**config.mk**
```make
export PLATFORM = sky130hd
export DESIGN_NAME = program_flash_self_access
export DESIGN_NICKNAME = d
export VERILOG_FILES = /design/src/program_flash_self_access.v
export VERILOG_INCLUDE_DIRS = /design/src
export SDC_FILE = /design/constraint.sdc
export NUM_CORES = 1
export LEC_CHECK = 0
export BUFFER_PORTS_ARGS = -buffer_cell sky130_fd_sc_hd__buf_2
export CAP_MARGIN = 0
export CORE_ASPECT_RATIO = 1.4
export CORE_MARGIN = 2
export CORE_UTILIZATION = 50
export CTS_CLUSTER_SIZE = 20
export DETAILED_ROUTE_END_ITERATION = 8
export PLACE_DENSITY = 0.89
export SLEW_MARGIN = 20
export SYNTH_ARGS = -nofsm -noshare
export SYNTH_HDL_FRONTEND = slang
export SYNTH_SLANG_ARGS = --single-unit
```
**constraint.sdc**
```tcl
create_clock -name clk_sys -period 2.5 [get_ports clk_sys]
set_input_delay 0.25 -clock clk_sys [delete_from_list [all_inputs] [get_ports clk_sys]]
set_output_delay 0.25 -clock clk_sys [all_outputs]
set_load 0.05 [all_outputs]
```
**src/flash_self_access_defines.vh**
```
`ifndef FLASH_SELF_ACCESS_DEFINES_VH
`define FLASH_SELF_ACCESS_DEFINES_VH

// Register byte offsets
`define OFF_ADDR_LO 8'h00
`define OFF_ADDR_HI 8'h04
`define OFF_DATA_LO 8'h08
`define OFF_DATA_HI 8'h0C
`define OFF_CTRL    8'h10
`define OFF_KEY     8'h14

// Control register bit positions
`define CTRL_RD     0
`define CTRL_GO     1
`define CTRL_ARM    2
`define CTRL_LOCKED 3
`define CTRL_SEL    7

// Unlock keys
`define KEY_FIRST   8'h55
`define KEY_SECOND  8'hAA

// Unlock progress codes
`define UNL_NONE    2'h0
`define UNL_FIRST   2'h1
`define UNL_READY   2'h2

// Timing
`define NOP_SLOTS   2'h2
`define LAST_SLOT   2'h1

// Reset values
`define CTRL_RESET  8'h00
`define BYTE_RESET  8'h00

`endif

```
**src/program_flash_self_access.v**
```verilog
`include "flash_self_access_defines.vh"
`timescale 1ns/1ns
`default_nettype none

module program_flash_self_access #(
  parameter ADDR_W         = 13,
  parameter DATA_W         = 14,
  parameter CLKS_PER_SLOT  = 4
) (
  // Clock and reset
  input  wire              clk_sys,
  input  wire              rst,
  // APB slave
  input  wire              psel,
  input  wire              penable,
  input  wire              pwrite,
  input  wire [7:0]        paddr,
  input  wire [31:0]       pwdata,
  output reg               pready,
  output reg  [31:0]       prdata,
  output reg               pslverr,
  // Configuration fuse pin, high allows writes
  input  wire              lockFuse,
  // Program flash array
  output reg  [ADDR_W-1:0] flashAddr,
  output reg               flashRdEn,
  input  wire [DATA_W-1:0] flashRdData,
  output reg               flashWrEn,
  output reg  [DATA_W-1:0] flashWrData,
  input  wire              flashWrDone,
  // Core control
  output reg               coreStall
);

  localparam HI_A = ADDR_W - 8;
  localparam HI_D = DATA_W - 8;

  localparam ST_IDLE  = 2'h0;
  localparam ST_READ  = 2'h1;
  localparam ST_SETUP = 2'h2;
  localparam ST_PROG  = 2'h3;

  reg  [7:0]   addrLo_q;
  reg  [HI_A-1:0] addrHi_q;
  reg  [7:0]   dataLo_q;
  reg  [HI_D-1:0] dataHi_q;
  reg          sel_q;
  reg          arm_q;
  reg  [1:0]   unlock_q;
  reg  [1:0]   state_q;
  reg  [1:0]   state_d;
  reg  [1:0]   slots_q;
  reg  [15:0]  div_q;
  reg          fuseMeta_q;
  reg          fuseSync_q;

  wire         access;
  wire         wrAcc;
  wire         slotTick;
  wire         ctrlWr;
  wire         keyWr;
  wire         rdReq;
  wire         goReq;
  wire         goOk;
  wire         mapped;
  wire         slotsDone;
  wire [7:0]   ctrlVal;
  wire         busy;
  wire         rdStart;

  // Fuse pin is asynchronous to the core clock
  // Reads as locked until the pin has been sampled twice
  always @(posedge clk_sys) begin
    if (rst) begin
      fuseMeta_q <= 1'b0;
      fuseSync_q <= 1'b0;
    end else begin
      fuseMeta_q <= lockFuse;
      fuseSync_q <= fuseMeta_q;
    end
  end

  // Instruction slot divider
  always @(posedge clk_sys) begin
    if (rst) begin
      div_q <= 16'h0000;
    end else if (div_q == CLKS_PER_SLOT - 1) begin
      div_q <= 16'h0000;
    end else begin
      div_q <= div_q + 16'h0001;
    end
  end

  assign slotTick = (div_q == CLKS_PER_SLOT - 1);

  // APB: one wait state, write lands when pready is seen
  assign access = psel & penable & pready;
  assign wrAcc  = access & pwrite;
  assign ctrlWr = wrAcc & (paddr == `OFF_CTRL);
  assign keyWr  = wrAcc & (paddr == `OFF_KEY);

  // Unmapped offsets answer with an error; a write there changes no register but clears unlock progress
  assign mapped = (paddr == `OFF_ADDR_LO) | (paddr == `OFF_ADDR_HI) |
                  (paddr == `OFF_DATA_LO) | (paddr == `OFF_DATA_HI) |
                  (paddr == `OFF_CTRL)    | (paddr == `OFF_KEY);

  // Requests while busy are dropped, not queued
  assign rdReq = ctrlWr & pwdata[`CTRL_RD] & (state_q == ST_IDLE);
  assign goReq = ctrlWr & pwdata[`CTRL_GO] & (state_q == ST_IDLE);
  assign rdStart = rdReq & pwdata[`CTRL_SEL];

  // Arm must already be set; the same write cannot arm and go
  assign goOk = goReq & arm_q
              & (unlock_q == `UNL_READY)
              & fuseSync_q
              & pwdata[`CTRL_SEL] & sel_q;

  assign slotsDone = slotTick & (slots_q == `LAST_SLOT);
  assign busy      = (state_q == ST_SETUP) | (state_q == ST_PROG);

  // Busy bits double as completion flags for firmware polling
  assign ctrlVal = {sel_q, 3'h0, ~fuseSync_q, arm_q, busy,
                    state_q == ST_READ};

  always @(posedge clk_sys) begin
    if (rst) begin
      pready  <= 1'b0;
      prdata  <= 32'h00000000;
      pslverr <= 1'b0;
    end else begin
      pready  <= psel & penable & ~pready;
      pslverr <= psel & penable & ~pready & ~mapped;
      prdata  <= 32'h00000000;
      if (psel & penable & ~pready & ~pwrite) begin
        case (paddr)
          `OFF_ADDR_LO: prdata[7:0]      <= addrLo_q;
          `OFF_ADDR_HI: prdata[HI_A-1:0] <= addrHi_q;
          `OFF_DATA_LO: prdata[7:0]      <= dataLo_q;
          `OFF_DATA_HI: prdata[HI_D-1:0] <= dataHi_q;
          `OFF_CTRL:    prdata[7:0]      <= ctrlVal;
          `OFF_KEY:     prdata           <= 32'h00000000;
          default:      prdata           <= 32'h00000000;
        endcase
      end
    end
  end

  // Unlock tracker; any other write breaks the sequence
  always @(posedge clk_sys) begin
    if (rst) begin
      unlock_q <= `UNL_NONE;
    end else if (keyWr) begin
      if (pwdata[7:0] == `KEY_FIRST) begin
        unlock_q <= `UNL_FIRST;
      end else if (pwdata[7:0] == `KEY_SECOND &&
                   unlock_q == `UNL_FIRST) begin
        unlock_q <= `UNL_READY;
      end else begin
        unlock_q <= `UNL_NONE;
      end
    end else if (wrAcc) begin
      unlock_q <= `UNL_NONE;
    end
  end

  // Address registers, firmware only
  always @(posedge clk_sys) begin
    if (rst) begin
      addrLo_q <= `BYTE_RESET;
      addrHi_q <= {HI_A{1'b0}};
    end else if (wrAcc && paddr == `OFF_ADDR_LO) begin
      addrLo_q <= pwdata[7:0];
    end else if (wrAcc && paddr == `OFF_ADDR_HI) begin
      addrHi_q <= pwdata[HI_A-1:0];
    end
  end

  // Control bits; arm may drop mid-write without effect
  always @(posedge clk_sys) begin
    if (rst) begin
      sel_q <= 1'b0;
      arm_q <= 1'b0;
    end else if (ctrlWr) begin
      sel_q <= pwdata[`CTRL_SEL];
      arm_q <= pwdata[`CTRL_ARM];
    end
  end

  // Data registers: fetched word or firmware writes
  always @(posedge clk_sys) begin
    if (rst) begin
      dataLo_q <= `BYTE_RESET;
      dataHi_q <= {HI_D{1'b0}};
    end else if (state_q == ST_READ && slotsDone) begin
      dataLo_q <= flashRdData[7:0];
      dataHi_q <= flashRdData[DATA_W-1:8];
    end else if (wrAcc && paddr == `OFF_DATA_LO) begin
      dataLo_q <= pwdata[7:0];
    end else if (wrAcc && paddr == `OFF_DATA_HI) begin
      dataHi_q <= pwdata[HI_D-1:0];
    end
  end

  // Sequencer
  always @* begin
    state_d = state_q;
    case (state_q)
      ST_IDLE: begin
        if (rdStart) begin
          state_d = ST_READ;
        end else if (goOk) begin
          state_d = ST_SETUP;
        end
      end
      ST_READ: begin
        if (slotsDone) begin
          state_d = ST_IDLE;
        end
      end
      ST_SETUP: begin
        if (slotsDone) begin
          state_d = ST_PROG;
        end
      end
      ST_PROG: begin
        // Length set by the array's done strobe
        if (flashWrDone) begin
          state_d = ST_IDLE;
        end
      end
      default: state_d = ST_IDLE;
    endcase
  end

  // State register
  always @(posedge clk_sys) begin
    if (rst) begin
      state_q <= ST_IDLE;
    end else begin
      state_q <= state_d;
    end
  end

  // Slot counter: two no-operation slots after start
  always @(posedge clk_sys) begin
    if (rst) begin
      slots_q <= 2'h0;
    end else if (state_q == ST_IDLE) begin
      slots_q <= `NOP_SLOTS;
    end else if (slotTick && slots_q != 2'h0) begin
      slots_q <= slots_q - 2'h1;
    end
  end

  // Flash array drive
  always @(posedge clk_sys) begin
    if (rst) begin
      flashAddr   <= {ADDR_W{1'b0}};
      flashRdEn   <= 1'b0;
      flashWrEn   <= 1'b0;
      flashWrData <= {DATA_W{1'b0}};
    end else begin
      // Frozen while an access runs so a late register write cannot retarget it
      if (state_q == ST_IDLE) begin
        flashAddr   <= {addrHi_q, addrLo_q};
        flashWrData <= {dataHi_q, dataLo_q};
      end
      flashRdEn   <= (state_d == ST_READ);
      flashWrEn   <= (state_d == ST_PROG);
    end
  end

  // Only the core halts; divider and peripherals keep going
  always @(posedge clk_sys) begin
    if (rst) begin
      coreStall <= 1'b0;
    end else begin
      coreStall <= (state_d == ST_PROG);
    end
  end

endmodule

`default_nettype wire

```
==> impl_metrics.toml, run 1 <==
[sta]
slew_headroom_pct = 55.3
setup_violations = 0
period_minus_slack_ns = 2.32
max_freq_mhz = 430
whs_ns = 0.117
skew_ns = 0.00727
setup_tns_ns = 0
hold_viol = 0
fin_crit_sh_pct = 93.0
worst_pin_slew_ns = 0.670
maxSlewViolCount = 0
layout_setup_ws_ns = 0.176
rsz0062_at_grt = "no"

[power_and_ir_drop]
power_uw = 3130
ir_worst_vdd_v = 0.000446
power_leakage_uw = 0.00184
p_per_area_nw_per_um2 = 649

[die]
num_rows = 39
die-area_um2 = 9070
die_w_um = 81.0
start_util_pct = 51.3
ioPinCount = 125
coreArea_um2 = 8100
fp.dieH_um = 112

[synth]
synth-seq-cells = 92
netlist_area_um2 = 4160
ys_types = 49
syn_inst = 461
netlist_top_cells_area = "dfxtp_1 (44%), mux2i_1 (8.2%), nand2_1 (5.6%)"
yosysWarnings = 0
synth_most_common_cell = "dfxtp_1"
synth-seq-area-share_pct = 44.3
synth-main-ff-cell = "dfxtp_1"
ys_top_cells_by_count = "dfxtp_1 (92), nand2_1 (62), nor2_1 (47)"
synth_top_cell_area_share_pct = 44.3
syn_avg_cell_area_um2 = 9.01
synth-edff-count = 0
async_flop_share_pct = 0
yosys.area.top_type = "dfxtp_1"

[clock_tree]
root_buffer = "clkbuf_16"
ctsHoldBuffers = 0
cts_tree = "done"
cts_max_path_buffers = 2
cts_buffers = 9
cts_sinks = 92
cts.clk_slew.worst_paths_ns = 0.06
clkLatencyLatePin_ns = 0.35
htreeDepth = 3

[worst_setup_path]
cp-start-kind = "register"
critPathKind = "register to register"
cp_slowest_cell = "or4_1"
end_kind = "register"
path_cells = "ha_2 -> or4b_1 -> or4_1 -> buf_4 -> nor3_1 -> a211oi_1"
max_stage_delay_ns = 0.57
worstPathRequired_ns = 2.70
arrival_ns = 2.52
worstPathMaxFanout = 16

[drt]
drt-total-wl_mm = 9.74
dr.pass1.iters = 5
drtAntennaViolNets = 0
via_count = 3471
via_per_inst = 5.48
drt_iter0_drc = 336
drc = 0
wl_per_cell_um = 15.4

[status]
outcome = "finished, final reports clean"

[finish]
drive_gt1_share_pct = 22.2
synthToLayoutAreaGrowth_pct = 16.2
fin_nets = 591
fill_cells = 691
fin_area_um2 = 4830
n_antenna_cell = 0

[min_path]
min_path_type = "input port to register"

[global_route]
grt_pass1_wl_mm = 15.8
grt_pass1_vias = 3337
grt-ovfl-total = 0
grt_antenna_before_repair = 0
track_usage_pct = 22.6
grt_max_degree = 69

[place]
place_ws_ns = 0.169
gp_congestion = 0.890
placed_cell_area_um2 = 4510
port_buffers = 76
dp_hpwl_mm = 7.11

[run]
cap_violations = 0
[cells in the final DEF (no fill, tap or decap), drive strengths merged, types with 15 or more instances in the layout]
cell    synthesis  routed
a211oi         15      15
a21oi          32      32
buf            31      84
conb            1      24
dfxtp          92      92
mux2i          34      34
nand2          62      62
nor2           47      47
nor3           22      22
[per-stage QoR]
| stage | cells | util (%) |
|---|---|---|
| after floorplan | 484 | - |
| after global placement | 618 | 55.7 |
| after detailed placement | 618 | 55.7 |
| after CTS | 633 | 59.6 |
| after global routing | 633 | 59.6 |
| final | 633 | 59.6 |
[logic make-up (layout without fill, tap and decap cells)]
group	Yosys count	count (layout)	share of synthesized area, %
AO/OA/AOI/OAI	59	59	8.88
XOR/XNOR	15	15	3.16
adder cells (fa/ha/maj)	3	3	0.903
buffers and inverters	59	106	7.86
flip-flops	92	92	44.3
multiplexers	40	40	10.6
other	1	24	0.0902
AND/OR/NAND/NOR	192	192	24.1
[report_power, final]
group,internal (uW),total (uW),switching (uW)
clock network,897,1440,541
logic,48.5,212,163
registers,1480,1480,8.18
[critical path, delay by kind of cell, from the launching register on]
kind,cells,cell delay [ns]
buffers and inverters,1,0.22
AOI/OAI and AO/OA,1,0.09
and+or+nand+nor,3,1.24
DFF,1,0.39
adders and majority gates,1,0.24
[final cells by class]
cell class                      instances  area, um^2  share of cell area [%]
Multi-Input combinational cell        333        2080                    43.0
Sequential cell                        92        1840                    38.1
Timing Repair Buffer                   84         440                    9.12
Clock buffer                           11         243                    5.03
Tap cell                              102         128                    2.64
Clock inverter                          4        73.8                    1.53
Inverter                                7        26.3                   0.544
[worst paths after layout]
path	from	cells past startpoint	endpoint	slack [ns]
max reg2reg	div_q[0]	6	dataLo_q[7]	0.18
min	lockFuse	2	fuseMeta_q	0.12
min reg2reg	fuseMeta_q	1	fuseSync_q	0.44
max	div_q[0]	6	dataLo_q[7]	0.18
[flip-flops by register name, indices dropped and copies added, names as in the netlist, 2 cells and up]
name	flops
div_q	16
flashWrData	14
flashAddr	13
addrLo_q	8
dataLo_q	8
prdata	8
dataHi_q	6
addrHi_q	5
slots_q	2
state_q	2
unlock_q	2
[repair_timing]
item / 4_1_cts / 5_1_grt
resized for setup: 0 / 1
endpoints found under the setup margin: 0 / 1
buffers inserted: 0 / 0
[per-layer routing]
layer  wire (um)  track usage (%)  vias up
li1            -                -     1685
met1        3660             23.9     1635
met2        5160             38.7      123
met3         606             7.62       28
met4         312             12.2        0
met5           0                0        -
Note: power is estimated with default switching activity, not from simulation.
==> inputs of run 2 (changes only) <==
--- a/config.mk
+++ b/config.mk
@@ -14,6 +14,6 @@
 export CTS_CLUSTER_SIZE = 20
 export DETAILED_ROUTE_END_ITERATION = 8
+export MAX_ROUTING_LAYER = met4
 export PLACE_DENSITY = 0.89
-export SLEW_MARGIN = 20
 export SYNTH_ARGS = -nofsm -noshare
 export SYNTH_HDL_FRONTEND = slang
==> constraint.sdc (replaced) <==
create_clock -name clk_sys -period 2.5 [get_ports clk_sys]
set_input_delay 0.5 -clock clk_sys [delete_from_list [all_inputs] [get_ports clk_sys]]
set_output_delay 0.5 -clock clk_sys [all_outputs]
set_load 0.05 [all_outputs]
==> run 2 against run 1 <==
- combinational power about the same
- register-to-register slack about the same
- critical endpoint is now dataLo_q[0]
- worst setup slack better by 0.014 ns
- wire length up 2.2%
- global-route usage up 0.84 points
==> impl_metrics.toml, run 2 (synthesized netlist as in run 1, its figures left out) <==
[status]
outcome = "finished, final reports clean"

[die]
ioPinCount = 125
die-area_um2 = 9070
die_w_um = 81.0
num_rows = 39
fp.dieH_um = 112
start_util_pct = 51.3
coreArea_um2 = 8100

[worst_setup_path]
arrival_ns = 2.52
max_stage_delay_ns = 0.68
r2r-start = "div_q[0]"
r2r-end = "dataLo_q[0]"
reg2reg_slack_ns = 0.19
end_kind = "register"
worstPathRequired_ns = 2.71
critPathKind = "register to register"
crit_family = "simple AND/OR/NAND/NOR gates"
worstPathMaxFanout = 14
cp-start-kind = "register"
cp_slowest_cell = "or4_1"
crit_buf_inv = 1
rr_worst_depth = 6
path_cells = "ha_1 -> or4b_1 -> or4_1 -> buf_12 -> nor3_1 -> a211oi_1"

[drt]
wl_per_cell_um = 15.6
via_count = 3553
drt-total-wl_mm = 9.96
drtAntennaViolNets = 0
drc = 0
via_per_inst = 5.57
drt_iter0_drc = 365
dr.pass1.iters = 5

[finish]
register_area_um2 = 1840
final_cell_mix = "dfxtp_1 (92), buf_2 (76), nand2_1 (62), nor2_1 (47), mux2i_1 (34)"
fin_area_um2 = 4850
largest_register = "div_q"
largest_reg_flops = 16
top_regs = "div_q: 16 flops, flashWrData: 14 flops, flashAddr: 13 flops"
drive_gt1_share_pct = 22.8
n_antenna_cell = 0
fin_nets = 595
layout_commonest_cell = "dfxtp_1"
multiInputGateArea_um2 = 2070
fill_cells = 705
synthToLayoutAreaGrowth_pct = 16.8

[place]
gp_congestion = 0.904
port_buffers = 76
placed_cell_area_um2 = 4550
dp_hpwl_mm = 7.21
place_ws_ns = 0.180

[sta]
maxSlewViolCount = 0
rsz0062_at_grt = "no"
fin_crit_sh_pct = 92.4
layout_setup_ws_ns = 0.189
whs_ns = 0.376
period_minus_slack_ns = 2.31
setup_tns_ns = 0
slew_headroom_pct = 57.8
max_freq_mhz = 433
worst_pin_slew_ns = 0.633
setup_violations = 0
hold_viol = 0
skew_ns = 0.00749

[min_path]
min_from = "lockFuse"
hold_path_depth = 2
min_path_type = "input port to register"
hold_end = "fuseMeta_q"

[run]
cap_violations = 0

[power_and_ir_drop]
p_per_area_nw_per_um2 = 634
power_leakage_uw = 0.00186
ir_worst_vdd_v = 0.000471

[clock_tree]
ctsHoldBuffers = 0
cts_buffers = 9
htreeDepth = 3
cts.clk_slew.worst_paths_ns = 0.06
root_buffer = "clkbuf_16"
cts_setup_buffers = 0
cts_tree = "done"
ctsResizeCount = 0
cts_sinks = 92
cts_max_path_buffers = 2
clkLatencyLatePin_ns = 0.35

[global_route]
grt_antenna_before_repair = 0
grt_pass1_wl_mm = 16.0
track_usage_pct = 23.5
grt-ovfl-total = 0
grt_pass1_vias = 3386
grt_max_degree = 51
[run 2: cell types whose count changed in the layout (fill, tap and decap cells not counted), sizes merged]
cell,previous run,this run
buf,84,88
clkinv,2,1
clkinvlp,0,2
inv,7,8
bufinv,2,1
[run 2: layer usage]
metal | track usage (%) | wire length (um) | vias up
li1 | - | - | 1695
met1 | 25.4 | 3820 | 1672
met2 | 37.6 | 5100 | 144
met3 | 4.94 | 561 | 42
met4 | 16.0 | 481 | 0
met5 | - | 0 | -
[run 2: cell type report]
class,instances,area share (%)
clock buffers,11,5.00
clock inverters,5,1.21
inverters,7,0.541
multi-input cells,333,42.7
flip-flops and latches,92,37.9
well taps,102,2.63
repair buffers,88,9.95
[run 2: metrics by stage]
step                      instances  utilization, %  power (uW)
after floorplan                 484               -        1700
after global placement          622            56.2        1720
after detailed placement        622            56.2        1730
after CTS                       638            59.9        3090
after global routing            638            59.9        3170
final                           638            59.9        3080
[run 2: worst max path at each step]
stage	end	startpoint	depth (start not counted)	slack, ns
finish	dataLo_q[0]	div_q[0]	6	0.19
global route	dataLo_q[5]	div_q[0]	6	0.05
CTS	dataLo_q[0]	div_q[0]	6	0.17
detailed placement	dataLo_q[0]	div_q[0]	6	0.18
global placement	prdata[6]	paddr[0]	5	0.22
floorplan	dataHi_q[3]	div_q[0]	7	0.28
[run 2: report_power, final]
group | switching (uW) | leakage [uW] | internal, uW
Clock | 577 | 0.000142 | 804
Combinational | 165 | 0.000971 | 50.1
Sequential | 7.89 | 0.000742 | 1470
Total | 750 | 0.00186 | 2330
==> inputs of run 3 (changes only) <==
- SETUP_SLACK_MARGIN: default -> 0.4
- clock period: 2.5 -> 2.8 ns (I/O delays scaled with it)
==> run 3 against run 2 <==
- die area is the same
- non-clock buffer count decreased by 5
- cell area decreased by 0.18%
- highest routed layer unchanged
- maximum frequency barely moved
- final cell count is 0.78% lower
- register-to-register slack improved by 0.30 ns
- combinational power fell by 9.8%
- first-iteration DRC count down 12%
==> impl_metrics.toml, run 3 (synthesized netlist as in run 1, its figures left out) <==
[status]
outcome = "finished, final reports clean"

[min_path]
hold_end = "fuseSync_q"
hold_path_depth = 1
min_from = "fuseMeta_q"
min_path_type = "register to register"

[clock_tree]
cts_tree = "done"
htreeDepth = 3
cts_sinks = 92
cts.clk_slew.worst_paths_ns = 0.06
clkLatencyLatePin_ns = 0.34
root_buffer = "clkbuf_16"
ctsHoldBuffers = 0
cts_max_path_buffers = 2
cts_buffers = 9
cts_setup_buffers = 0

[die]
start_util_pct = 51.3
die_w_um = 81.0
coreArea_um2 = 8100
fp.dieH_um = 112
die-area_um2 = 9070
num_rows = 39
ioPinCount = 125

[finish]
n_antenna_cell = 0
largest_register = "div_q"
fin_area_um2 = 4840
final_cell_mix = "dfxtp_1 (91), buf_2 (76), nand2_1 (62), nor2_1 (47), mux2i_1 (34)"
layout_commonest_cell = "dfxtp_1"
fin_nets = 590
synthToLayoutAreaGrowth_pct = 16.6
drive_gt1_share_pct = 22.6
largest_reg_flops = 16
fin_util_pct = 59.8
top_regs = "div_q: 16 flops, flashWrData: 14 flops, flashAddr: 13 flops"
fin_cells = 633

[power_and_ir_drop]
comb_power_share_pct = 6.9
ir_worst_vdd_v = 0.000501
power_leakage_uw = 0.00183
p_sw_uw = 629
seqPwrFrac_pct = 47.5
p_int_uw = 2170
p_per_area_nw_per_um2 = 577
power.share.switching_pct = 22.5
p_clk_share_pct = 45.6

[place]
dp.cells = 617
place_ws_ns = 0.304
port_buffers = 76
dp_hpwl_mm = 7.24
gp_congestion = 0.907
placed_cell_area_um2 = 4500

[worst_setup_path]
end_kind = "register"
startpoint = "div_q[1]"
critPathKind = "register to register"
worstPathMaxFanout = 16
arrival_ns = 2.49
r2r-end = "dataHi_q[4]"
rr_worst_depth = 6
cp-start-kind = "register"
r2r-start = "div_q[1]"
worstPathRequired_ns = 2.99
reg2reg_slack_ns = 0.49

[sta]
hold_viol = 0
setup_tns_ns = 0
period_minus_slack_ns = 2.31
layout_setup_ws_ns = 0.491
skew_ns = 0.00722
slew_headroom_pct = 52.1
setup_violations = 0
max_freq_mhz = 433
maxSlewViolCount = 0
fin_crit_sh_pct = 82.5
rsz0062_at_grt = "no"
worst_pin_slew_ns = 0.718

[global_route]
track_usage_pct = 23.9
grt_pass1_vias = 3469
grt_max_degree = 69
grt-ovfl-total = 0
grt_antenna_before_repair = 0
grt_pass1_wl_mm = 16.3

[drt]
wl_per_cell_um = 16.2
via_count = 3577
dr.pass1.iters = 7
drt-total-wl_mm = 10.2
drtAntennaViolNets = 0
drc = 0
drt_iter0_drc = 322
via_per_inst = 5.65

[run]
cap_violations = 0
==> run 3: power by group through the flow <==
| stage | sequential, uW | combinational, uW | clock (uW) |
|---|---|---|---|
| 3_3_place_gp | 1350 | 184 | 0 |
| 4_1_cts | 1320 | 189 | 1300 |
| 5_1_grt | 1330 | 205 | 1350 |
| 3_5_place_dp | 1350 | 188 | 0 |
| 6_report | 1330 | 194 | 1280 |
| 2_1_floorplan | 1360 | 161 | 0 |
==> run 3: layout make-up <==
class,count,area (um^2)
clock buffers,12,246
clock inverters,4,72.6
fillers,685,3260
inverters,7,26.3
multi-input cells,333,2100
flip-flops and latches,92,1840
well taps,102,128
repair buffers,83,433
==> run 3: repair_timing <==
item                       4_1_cts  5_1_grt
setup endpoints to repair        1       16
cloned                           0        0
resized for setup                1        4
==> run 3: per-layer routing <==
layer  up-vias  global-route usage (%)  part of all wire, %
li1       1690                       -                    -
met1      1683                    25.0                   38
met2       163                    40.0                   52
met3        41                    6.00                  6.1
met4         0                    13.6                  4.4
met5         -                       -                    0
==> run 3: per-stage QoR <==
stage / hold slack [ns] / power [uW]
after floorplan: 0.414 / 1520
after global placement: 0.428 / 1540
after detailed placement: 0.425 / 1540
after CTS: 0.437 / 2810
after global routing: 0.450 / 2890
final: 0.434 / 2800
==> run 3: worst max path at each step <==
stage	slack, ns	cells past startpoint	endpoint
6_report	0.49	6	dataHi_q[4]
5_1_grt	0.42	6	dataLo_q[2]
4_1_cts	0.42	6	dataHi_q[4]
3_5_place_dp	0.30	5	prdata[6]
3_3_place_gp	0.39	5	prdata[6]
2_1_floorplan	0.58	6	prdata[6]
==> run 3: critical path, cell delays in order, from the launching register on <==
cell	delay, ns
dfxtp_1	0.41
ha_4	0.18
or4b_1	0.49
or4_1	0.56
buf_4	0.23
nor3_2	0.19
a211oi_1	0.10
